File: config.mk
export PLATFORM = sky130hd
export DESIGN_NAME = ocg_top
export DESIGN_NICKNAME = d
export VERILOG_FILES = /design/src/hdl/ocg_pkg.sv /design/src/hdl/ocg_sync.sv /design/src/hdl/ocg_div7.sv /design/src/hdl/ocg_top.sv
export VERILOG_INCLUDE_DIRS = /design/src /design/src/hdl
export SDC_FILE = /design/constraint.sdc
export NUM_CORES = 1
export LEC_CHECK = 0
export BUFFER_PORTS_ARGS = -buffer_cell sky130_fd_sc_hd__buf_2
export CORE_ASPECT_RATIO = 0.75
export CORE_UTILIZATION = 35
export DETAILED_ROUTE_END_ITERATION = 7
export SYNTH_ARGS = -nofsm -noshare
export SYNTH_HDL_FRONTEND = slang
export SYNTH_HIERARCHICAL = 1
export SYNTH_SLANG_ARGS = --single-unit
export TNS_END_PERCENT = 100
File: constraint.sdc
create_clock -name mclk_i -period 10.7 [get_ports mclk_i]
set_input_delay 1.07 -clock mclk_i [delete_from_list [all_inputs] [get_ports mclk_i]]
set_output_delay 1.07 -clock mclk_i [all_outputs]
set_load 0.01 [all_outputs]
File: src/hdl/ocg_cfg.svh
// Register map, field positions, reset values and timing counts of the output stage
`ifndef OCG_CFG_SVH
`define OCG_CFG_SVH
`define OCG_NREG       88
`define OCG_A_DIV0     8'h08
`define OCG_A_DIV1     8'h09
`define OCG_B_DIV0     8'h0a
`define OCG_B_DIV1     8'h0b
`define OCG_C_DIV      8'h0c
`define OCG_D_DIV      8'h0d
`define OCG_FS_HI      8'h0e
`define OCG_MISC       8'h0f
`define OCG_L2_BASE    8'h11
`define OCG_L3_BASE    8'h14
`define OCG_CAP        8'h18
`define OCG_OSUSP      8'h19
`define OCG_LSUSP      8'h1a
`define OCG_ODIS       8'h1b
`define OCG_L1_BASE    8'h40
`define OCG_LAST_LO    8'h1b
`define OCG_LAST_HI    8'h57
`define OCG_FS0_BIT    7
`define OCG_PDN_BIT    3
`define OCG_XBUF_BIT   2
`define OCG_PO_BIT     2
`define OCG_LF_LSB     3
`define OCG_EN_BIT     6
`define OCG_BANK_BIT   7
`define OCG_SUSPEN_BIT 7
`define OCG_REG_RST    8'h00
`define OCG_LATCH_CYC  4'h4
`endif

File: src/hdl/ocg_pkg.sv
// Shared types of the output divider and crosspoint block
package ocg_pkg;
  `include "ocg_cfg.svh"

  typedef enum logic [1:0] {
    SER_IDLE = 2'b00,
    SER_DEV  = 2'b01,
    SER_REG  = 2'b10,
    SER_DATA = 2'b11
  } ocg_ser_st_t;

  typedef struct packed {
    logic       src_d;
    logic [6:0] cnt;
    logic       clk;
  } ocg_div_t;

  typedef struct packed {
    logic                          scl_d;
    logic                          sda_d;
    ocg_ser_st_t                   st;
    logic [3:0]                    bitc;
    logic [7:0]                    sh;
    logic [7:0]                    ptr;
    logic                          ack;
    logic                          wr;
    logic [`OCG_NREG-1:0][7:0]     regs;
    logic [3:0]                    lcnt;
    logic [1:0]                    fs_lat;
    logic [5:0]                    oe;
    logic                          refb;
    logic                          valid;
  } ocg_top_t;
endpackage : ocg_pkg

File: src/hdl/ocg_sync.sv
// Two-stage synchroniser for levels arriving from outside the clock domain
`timescale 1ns/1ps
module ocg_sync #(
  parameter int W = 11
) (
  // Clock and reset
  input  wire logic         mclk_i,
  input  wire logic         rst_n_i,
  // Raw and synchronised levels
  input  wire logic [W-1:0] d_i,
  output wire logic [W-1:0] q_o
);
  logic [1:0][W-1:0] s_ff;
  logic [1:0][W-1:0] nxt_s;

  always_comb begin
    nxt_s = {s_ff[0], d_i};
  end

  always_ff @(posedge mclk_i) begin
    if (!rst_n_i) begin
      s_ff <= '0;
    end else begin
      s_ff <= nxt_s;
    end
  end

  assign q_o = s_ff[1];
endmodule : ocg_sync

File: src/hdl/ocg_div7.sv
// Seven-bit divider counting source half periods
`timescale 1ns/1ps
module ocg_div7
  import ocg_pkg::*;
(
  // Clock and reset
  input  wire logic       mclk_i,
  input  wire logic       rst_n_i,
  // Source level and setting
  input  wire logic       src_i,
  input  wire logic [6:0] div_i,
  input  wire logic       run_i,
  // Divided clock
  output wire logic       clk_o
);
  ocg_div_t d_ff;
  ocg_div_t nxt_d;
  logic     edge_c;

  assign edge_c = src_i ^ d_ff.src_d;
  assign clk_o  = d_ff.clk;

  always_comb begin
    nxt_d       = d_ff;
    nxt_d.src_d = src_i;
    if (!run_i || div_i == 7'h00) begin
      nxt_d.cnt = 7'h00;
      nxt_d.clk = 1'b0;
    end else if (edge_c) begin
      if (d_ff.cnt >= div_i - 7'h01) begin
        nxt_d.cnt = 7'h00;
        nxt_d.clk = ~d_ff.clk;
      end else begin
        nxt_d.cnt = d_ff.cnt + 7'h01;
      end
    end
  end

  always_ff @(posedge mclk_i) begin
    if (!rst_n_i) begin
      d_ff <= '0;
    end else begin
      d_ff <= nxt_d;
    end
  end
endmodule : ocg_div7

File: src/hdl/ocg_top.sv
// Output crosspoint, dividers, power gating and serial register file
`timescale 1ns/1ps
`include "ocg_cfg.svh"
module ocg_top
  import ocg_pkg::*;
#(
  // Serial device address, value arbitrary
  parameter logic [6:0] DEV_ADDR = 7'h35
) (
  // Clock and reset
  input  wire logic        mclk_i,
  input  wire logic        rst_n_i,
  // Serial pins, levels also latched as frequency selects
  input  wire logic        scl_i,
  input  wire logic        sda_i,
  output wire logic        sda_o,
  output wire logic        sda_oe_o,
  // Power and frequency select pins
  input  wire logic        pd_gate_n_i,
  input  wire logic        freq_sel_lp_n_i,
  // Clock sources and loop lock
  input  wire logic        ref_clk_i,
  input  wire logic [2:0]  loop_clk_i,
  input  wire logic [2:0]  loop_lock_i,
  // Loop and oscillator controls
  output wire logic [2:0]  loop_run_o,
  output wire logic [23:0] loop_q_o,
  output wire logic [29:0] loop_p_o,
  output wire logic [2:0]  loop_po_o,
  output wire logic [8:0]  loop_lf_o,
  output wire logic        osc_run_o,
  output wire logic [5:0]  osc_cap_o,
  output wire logic        divider_bank_select_o,
  output wire logic        clocks_valid_o,
  // Clock outputs a to e and reference buffer
  output wire logic [4:0]  out_clk_o,
  output wire logic [4:0]  out_oe_o,
  output wire logic        ref_buf_o,
  output wire logic        ref_buf_oe_o
);
  localparam int NO = 5;

  ocg_top_t            t_ff;
  ocg_top_t            nxt_t;
  logic [10:0]         pin_s;
  logic [2:0]          fs_idx;
  logic [7:0]          l1_a;
  logic [2:0][7:0]     lq;
  logic [2:0][7:0]     lp;
  logic [2:0][7:0]     lc;
  logic [2:0][9:0]     lpf;
  logic [2:0]          loop_en;
  logic [2:0]          loop_run;
  logic [2:0]          lf_v;
  logic [2:0][2:0]     lf_a;
  logic                bank;
  logic                shutdown;
  logic                suspend;
  logic                out_gate;
  logic [3:0][7:0]     dreg;
  logic [3:0][2:0]     fs_code;
  logic [NO-1:0][6:0]  div_val;
  logic [NO-1:0]       src;
  logic [NO-1:0]       run;
  logic [7:0]          misc;
  logic [7:0]          odis;
  logic [7:0]          omask;
  logic [7:0]          lmask;
  logic                scl_rise;
  logic                scl_fall;
  logic                start_c;
  logic                stop_c;

  function automatic logic reg_hit(input logic [7:0] a);
    return (a >= `OCG_A_DIV0 && a <= `OCG_LAST_LO) || (a >= `OCG_L1_BASE && a <= `OCG_LAST_HI);
  endfunction : reg_hit

  // Code 001 is reserved and yields a quiet source
  function automatic logic src_lvl(input logic [2:0] code, input logic [3:0] s);
    return (code == 3'b001) ? 1'b0 : s[code[2:1]] ^ (code[0] & (|code[2:1]));
  endfunction : src_lvl

  function automatic logic src_up(input logic [2:0] code, input logic [2:0] lrun, input logic sd);
    case (code[2:1])
      2'b00:   return !code[0] && !sd;
      2'b01:   return lrun[0];
      2'b10:   return lrun[1];
      default: return lrun[2];
    endcase
  endfunction : src_up

  // Pin order: ref, loops, gate, select, lock, scl, sda
  ocg_sync #(
    .W (11)
  ) u_sync (
    .mclk_i  (mclk_i),
    .rst_n_i (rst_n_i),
    .d_i     ({sda_i, scl_i, loop_lock_i, freq_sel_lp_n_i, pd_gate_n_i, loop_clk_i, ref_clk_i}),
    .q_o     (pin_s)
  );

  assign scl_rise = pin_s[9] & ~t_ff.scl_d;
  assign scl_fall = ~pin_s[9] & t_ff.scl_d;
  assign start_c  = t_ff.scl_d & pin_s[9] & t_ff.sda_d & ~pin_s[10];
  assign stop_c   = t_ff.scl_d & pin_s[9] & ~t_ff.sda_d & pin_s[10];

  assign misc  = t_ff.regs[`OCG_MISC];
  assign odis  = t_ff.regs[`OCG_ODIS];
  assign omask = t_ff.regs[`OCG_OSUSP];
  assign lmask = t_ff.regs[`OCG_LSUSP];

  always_comb begin
    fs_idx = {pin_s[5], t_ff.fs_lat};
    l1_a   = `OCG_L1_BASE + {4'h0, fs_idx, 1'b0} + {5'h0, fs_idx};
    lq[0]  = t_ff.regs[l1_a[6:0]];
    lp[0]  = t_ff.regs[l1_a[6:0] + 7'h01];
    lc[0]  = t_ff.regs[l1_a[6:0] + 7'h02];
    lq[1]  = t_ff.regs[`OCG_L2_BASE];
    lp[1]  = t_ff.regs[`OCG_L2_BASE + 8'h01];
    lc[1]  = t_ff.regs[`OCG_L2_BASE + 8'h02];
    lq[2]  = t_ff.regs[`OCG_L3_BASE];
    lp[2]  = t_ff.regs[`OCG_L3_BASE + 8'h01];
    lc[2]  = t_ff.regs[`OCG_L3_BASE + 8'h02];
    bank   = lc[0][`OCG_BANK_BIT];
    out_gate = ~pin_s[4];
    shutdown = misc[`OCG_PDN_BIT] & ~pin_s[4];
    suspend  = lmask[`OCG_SUSPEN_BIT] & ~pin_s[5];
    for (int k = 0; k < 3; k++) begin
      lpf[k]     = {lc[k][1:0], lp[k]};
      lf_v[k]    = lc[k][`OCG_PO_BIT];
      lf_a[k]    = lc[k][`OCG_LF_LSB +: 3];
      loop_en[k] = lc[k][`OCG_EN_BIT];
      loop_run[k] = loop_en[k] & ~shutdown & ~(suspend & lmask[k]);
    end
    // bank select for A and B
    dreg[0] = bank ? t_ff.regs[`OCG_A_DIV1] : t_ff.regs[`OCG_A_DIV0];
    dreg[1] = bank ? t_ff.regs[`OCG_B_DIV1] : t_ff.regs[`OCG_B_DIV0];
    // single register for C and D
    dreg[2] = t_ff.regs[`OCG_C_DIV];
    dreg[3] = t_ff.regs[`OCG_D_DIV];
    for (int i = 0; i < 4; i++) begin
      fs_code[i] = {t_ff.regs[`OCG_FS_HI][2*i +: 2], dreg[i][`OCG_FS0_BIT]};
      div_val[i] = dreg[i][6:0];
      src[i]     = src_lvl(fs_code[i], pin_s[3:0]);
      run[i]     = (div_val[i] != 7'h00) & ~odis[i] & src_up(fs_code[i], loop_run, shutdown);
    end
    case (misc[1:0])
      2'b01:   div_val[4] = 7'h04;
      2'b10:   div_val[4] = 7'h02;
      2'b11:   div_val[4] = 7'h03;
      default: div_val[4] = 7'h00;
    endcase
    src[4] = pin_s[1];
    run[4] = (div_val[4] != 7'h00) & ~odis[4] & loop_run[0];
  end

  always_comb begin
    nxt_t       = t_ff;
    nxt_t.scl_d = pin_s[9];
    nxt_t.sda_d = pin_s[10];
    nxt_t.wr    = 1'b0;
    nxt_t.refb  = pin_s[0] & ~shutdown;
    nxt_t.valid = &(pin_s[8:6] | ~loop_run);
    for (int i = 0; i < NO; i++) begin
      nxt_t.oe[i] = run[i] & ~out_gate & ~(suspend & omask[i]);
    end
    nxt_t.oe[5] = misc[`OCG_XBUF_BIT] & ~shutdown & ~out_gate & ~(suspend & omask[5]) & ~odis[5];
    if (t_ff.lcnt != `OCG_LATCH_CYC) begin
      nxt_t.lcnt   = t_ff.lcnt + 4'h1;
      nxt_t.fs_lat = {pin_s[9], pin_s[10]};
    end
    // serial port never gated by pins
    if (start_c) begin
      nxt_t.st   = SER_DEV;
      nxt_t.bitc = 4'h0;
      nxt_t.ack  = 1'b0;
    end else if (stop_c) begin
      nxt_t.st  = SER_IDLE;
      nxt_t.ack = 1'b0;
    end else if (scl_fall && t_ff.ack) begin
      nxt_t.ack = 1'b0;
    end else if (scl_rise && !t_ff.ack && t_ff.st != SER_IDLE) begin
      nxt_t.sh   = {t_ff.sh[6:0], pin_s[10]};
      nxt_t.bitc = t_ff.bitc + 4'h1;
    end else if (scl_fall && t_ff.bitc == 4'h8) begin
      nxt_t.bitc = 4'h0;
      nxt_t.ack  = 1'b1;
      case (t_ff.st)
        SER_DEV: begin
          if (t_ff.sh != {DEV_ADDR, 1'b0}) begin
            nxt_t.st  = SER_IDLE;
            nxt_t.ack = 1'b0;
          end else begin
            nxt_t.st = SER_REG;
          end
        end
        SER_REG: begin
          nxt_t.ptr = t_ff.sh;
          nxt_t.st  = SER_DATA;
        end
        SER_DATA: begin
          nxt_t.wr  = 1'b1;
          nxt_t.ptr = t_ff.ptr + 8'h01;
          if (reg_hit(t_ff.ptr)) begin
            nxt_t.regs[t_ff.ptr[6:0]] = t_ff.sh;
          end
        end
        default: begin
          nxt_t.st  = SER_IDLE;
          nxt_t.ack = 1'b0;
        end
      endcase
    end
  end

  always_ff @(posedge mclk_i) begin
    if (!rst_n_i) begin
      t_ff <= '0;
      for (int r = 0; r < `OCG_NREG; r++) begin
        t_ff.regs[r] <= `OCG_REG_RST;
      end
    end else begin
      t_ff <= nxt_t;
    end
  end

  for (genvar g = 0; g < NO; g++) begin : g_div
    ocg_div7 u_div (
      .mclk_i  (mclk_i),
      .rst_n_i (rst_n_i),
      .src_i   (src[g]),
      .div_i   (div_val[g]),
      .run_i   (run[g]),
      .clk_o   (out_clk_o[g])
    );
  end

  // Open-drain data line only ever pulls low
  assign sda_o                 = 1'b0;
  assign sda_oe_o              = t_ff.ack;
  assign loop_run_o            = loop_run;
  assign loop_q_o              = lq;
  assign loop_p_o              = lpf;
  assign loop_po_o             = lf_v;
  assign loop_lf_o             = lf_a;
  assign osc_run_o             = ~shutdown;
  assign osc_cap_o             = t_ff.regs[`OCG_CAP][5:0];
  assign divider_bank_select_o = bank;
  assign clocks_valid_o        = t_ff.valid;
  assign out_oe_o              = t_ff.oe[4:0];
  assign ref_buf_o             = t_ff.refb;
  assign ref_buf_oe_o          = t_ff.oe[5];
endmodule : ocg_top

==> run_summary.xml <==
<?xml version="1.0" encoding="UTF-8"?>
<metrics>
  <group name="global_route">
    <metric name="grt-ovfl-total" unit="">0</metric>
    <metric name="antenna_found_initial" unit="">0</metric>
    <metric name="first_global_vias" unit="">18400</metric>
    <metric name="grt_max_degree" unit="">120</metric>
    <metric name="grt_pass1_wl" unit="mm">114</metric>
    <metric name="grt_usage" unit="%">20.7</metric>
  </group>
  <group name="setup_path">
    <metric name="crit_path_start_kind" unit="">register</metric>
    <metric name="cpPeakStageDelay" unit="ps">770</metric>
    <metric name="critical_path_peak_fanout" unit="">34</metric>
    <metric name="timing.critical_path.required" unit="ps">11200</metric>
    <metric name="arrival_time_reported_for_the_critical_path_endpoint" unit="ps">7170</metric>
    <metric name="series_of_cell_instances_along_the_critical_path" unit="">ha_1, inv_1, fa_2, clkinv_1, ha_1, buf_4, nor2b_1, a2111oi_0, nor4_2, o311ai_4, inv_1, nand2_1, nand2_1, or3_1, nor2_1, nand2_1, xnor2_1, ha_1, a21oi_1, o21ai_0, a21oi_1, o21ai_2, nor3_1</metric>
    <metric name="critical-path-slowest-cell" unit="">o311ai_4</metric>
    <metric name="critPathCaptureType" unit="">register</metric>
    <metric name="criticalPathCategory" unit="">register to register</metric>
  </group>
  <group name="cts">
    <metric name="cts_tree" unit="">yes</metric>
    <metric name="clock-root-buffer" unit="">clkbuf_16</metric>
    <metric name="cts.reportedPaths.clkPinSlew" unit="ps">60</metric>
    <metric name="cts_made_buffers" unit="">48</metric>
    <metric name="cts_resized" unit="">0</metric>
    <metric name="cts_hold_buffers" unit="">0</metric>
    <metric name="ctsLongestPathBuffers" unit="">3</metric>
    <metric name="htree_num_levels" unit="">2</metric>
    <metric name="tritoncts_num_sinks" unit="">426</metric>
    <metric name="clkLatencyLatePin" unit="ps">620</metric>
    <metric name="postCtsSetupBuffers" unit="">0</metric>
  </group>
  <group name="power">
    <metric name="power.share.clock" unit="%">50.6</metric>
    <metric name="netSwitchingFraction" unit="%">23.2</metric>
    <metric name="share_seq_of_total_power" unit="%">45.4</metric>
    <metric name="cellLeakagePower" unit="nW">9.22</metric>
    <metric name="total_switching_power" unit="mW">0.818</metric>
    <metric name="internal_power" unit="mW">2.71</metric>
    <metric name="irDropWorstVdd" unit="uV">109</metric>
    <metric name="pwr_density_cell" unit="mW/mm^2">132</metric>
    <metric name="power_frac_comb" unit="%">4.0</metric>
  </group>
  <group name="route">
    <metric name="drc" unit="">0</metric>
    <metric name="avgViaCountPerCell" unit="">5.55</metric>
    <metric name="num_vias" unit="">19800</metric>
    <metric name="detailedRoute.firstIterationViolations" unit="">1767</metric>
    <metric name="topRoutingLayerUsed" unit="">met5</metric>
    <metric name="antenna_violating_nets_left" unit="">0</metric>
    <metric name="met3RoutedLength" unit="mm">7.79</metric>
    <metric name="route.final.wire_length" unit="mm">74.0</metric>
    <metric name="dr.pass1.iters" unit="">7</metric>
    <metric name="routed-wl-met2" unit="mm">29.9</metric>
    <metric name="mean_routed_wirelength_per_cell" unit="um">20.7</metric>
    <metric name="route.layer.met1.wl" unit="mm">34.7</metric>
  </group>
  <group name="timing">
    <metric name="tns" unit="ps">0</metric>
    <metric name="finalClockSkew" unit="ps">42.7</metric>
    <metric name="setup_violation_total_in_the_final_timing_report" unit="">0</metric>
    <metric name="max_slew.worst_pin.slew" unit="ps">1060</metric>
    <metric name="rsz_0062_raised_after_global_routing" unit="">no</metric>
    <metric name="achievable-frequency" unit="MHz">150</metric>
    <metric name="fin_crit" unit="ps">6670</metric>
    <metric name="fin_crit_share" unit="%">62.4</metric>
    <metric name="finalHoldViolations" unit="">0</metric>
    <metric name="relSlewSlack" unit="%">29.4</metric>
    <metric name="timing.final.max_slew_violations" unit="">0</metric>
  </group>
  <group name="yosys">
    <metric name="post_synth.cell_area_avg" unit="um^2">8.97</metric>
    <metric name="synth_seq_cells" unit="">426</metric>
    <metric name="post_synth_instance_area" unit="mm^2">0.0243</metric>
    <metric name="synth.lib_cells_used.distinct" unit="">72</metric>
    <metric name="yosysSeqAreaShare" unit="%">35.1</metric>
    <metric name="synth-main-ff-cell" unit="">dfxtp_1</metric>
    <metric name="synth_enable_flop_cells" unit="">0</metric>
    <metric name="yosys_warnings" unit="">6</metric>
    <metric name="synth_async_sr_flop_share" unit="%">0</metric>
    <metric name="syn-instance-count" unit="">2710</metric>
  </group>
  <group name="place">
    <metric name="place.detailed.hpwl" unit="mm">49.5</metric>
    <metric name="io_buffers" unit="">103</metric>
    <metric name="place_congestion" unit="">0.928</metric>
  </group>
  <group name="final_layout">
    <metric name="commonest_non_fill_non_tap_cell_in_the_layout" unit="">nand2_1</metric>
    <metric name="area_growth" unit="%">10.1</metric>
    <metric name="most-common-layout-cells" unit="">nand2_1 (479), dfxtp_1 (417), a21boi_0 (302)</metric>
    <metric name="antenna_cells_inserted" unit="">0</metric>
    <metric name="nNetsFinal" unit="">2726</metric>
    <metric name="finalCoreUtilization" unit="%">39.1</metric>
    <metric name="fraction_of_layout_cells_with_a_size_suffix_above_1" unit="%">17.4</metric>
  </group>
  <group name="flow_run">
    <metric name="drv_cap" unit="">0</metric>
  </group>
  <group name="die">
    <metric name="die-width" unit="um">306</metric>
    <metric name="floorplan.die.height" unit="um">230</metric>
    <metric name="fp.dieArea" unit="mm^2">0.0706</metric>
    <metric name="ioPinCount" unit="">105</metric>
    <metric name="floorplan.initialDensity" unit="%">35.5</metric>
    <metric name="area_of_the_core_region" unit="mm^2">0.0685</metric>
    <metric name="core.rowCount" unit="">83</metric>
  </group>
  <group name="hold_path">
    <metric name="worstHoldPathType" unit="">register to register</metric>
  </group>
  <group name="outcome">
    <metric name="run_status" unit="">completed</metric>
  </group>
</metrics>
## cells by family (layout without fill, tap and decap cells)
kind of cell,after synthesis,after routing,synth area share (%)
XOR/XNOR,77,77,2.84
AO/OA/AOI/OAI,603,603,16.6
adder cells (fa/ha/maj),67,67,3.48
buffers and inverters,317,284,6.22
flip-flops,426,426,35.1
AND/OR/NAND/NOR,977,977,18.4
multiplexers,242,242,17.4
other,1,9,0.0154
## routing by layer
metal,track usage [%],vias up
met5,1.09,-
met4,5.20,2
met3,6.24,103
met2,28.6,782
met1,30.8,9605
li1,-,9357
## layout make-up
class	instances	area (um^2)
clock buffers	65	1370
inverters	49	184
fillers	6855	41800
well taps	892	1120
flip-flops and latches	426	8540
repair buffers	146	848
clock inverters	24	344
multi-input cells	1975	14400
## synthesized netlist by cell type, types with 14 or more instances
| master | instances | area [um^2] |
|---|---|---|
| and2_1 | 16 | 100 |
| buf_2 | 34 | 170 |
| mux2_2 | 15 | 169 |
| ha_1 | 66 | 826 |
| a21boi_0 | 302 | 2270 |
| nor2b_1 | 52 | 325 |
| o21ai_0 | 174 | 871 |
| nand3_1 | 187 | 936 |
| mux4_2 | 144 | 3240 |
| xnor2_1 | 41 | 359 |
| mux2i_1 | 83 | 831 |
| dfxtp_1 | 426 | 8530 |
| nor2_1 | 116 | 435 |
| buf_4 | 64 | 480 |
| buf_1 | 14 | 52.6 |
| nor3_1 | 33 | 165 |
| xor2_1 | 35 | 307 |
| inv_1 | 47 | 176 |
| clkbuf_1 | 151 | 567 |
| a21oi_1 | 59 | 295 |
| nand2_1 | 479 | 1800 |
| and2_2 | 21 | 158 |
## metrics by stage
step                cells  worst slack (ps)  hold slack (ps)  cell area, um^2  power (mW)
global route         3577              3350              461            26800        3.64
CTS                  3577              4040              436            26800        3.55
detailed placement   3488              4100              423            25100        1.78
floorplan            2718              4990              398            24400        1.75
finish               3577              4030              432            26800        3.52
global placement     3488              4240              421            25100        1.78
## power groups by stage
stage | logic [mW] | registers (mW) | clock network [mW]
final | 0.141 | 1.60 | 1.78
after detailed placement | 0.142 | 1.64 | 0
after floorplan | 0.118 | 1.63 | 0
after global placement | 0.140 | 1.64 | 0
after global routing | 0.154 | 1.60 | 1.88
after CTS | 0.142 | 1.60 | 1.81
## critical path: cells and delay by family (launching register included)
family | cells | cell delay, ps
AOI/OAI and AO/OA | 6 | 1850
adders and majority gates | 4 | 1460
and+or+nand+nor | 8 | 1340
buffers and inverters | 4 | 1100
DFF | 1 | 660
xor gates and xnor gates | 1 | 130
## final timing paths
path	start	to	slack [ps]	cells past startpoint
max	fs_idx[0]$_SDFFE_PN0P_	g_div[0].u_div/d_ff[1]$_SDFFE_PP0P_	4030	23
min	u_sync/nxt_s[18]$_SDFF_PN0_	u_sync/q_o[7]$_SDFF_PN0_	430	1
max reg2reg	fs_idx[0]$_SDFFE_PN0P_	g_div[0].u_div/d_ff[1]$_SDFFE_PP0P_	4030	23
min reg2reg	u_sync/nxt_s[18]$_SDFF_PN0_	u_sync/q_o[7]$_SDFF_PN0_	430	1
(Power assumes the default switching activity.)
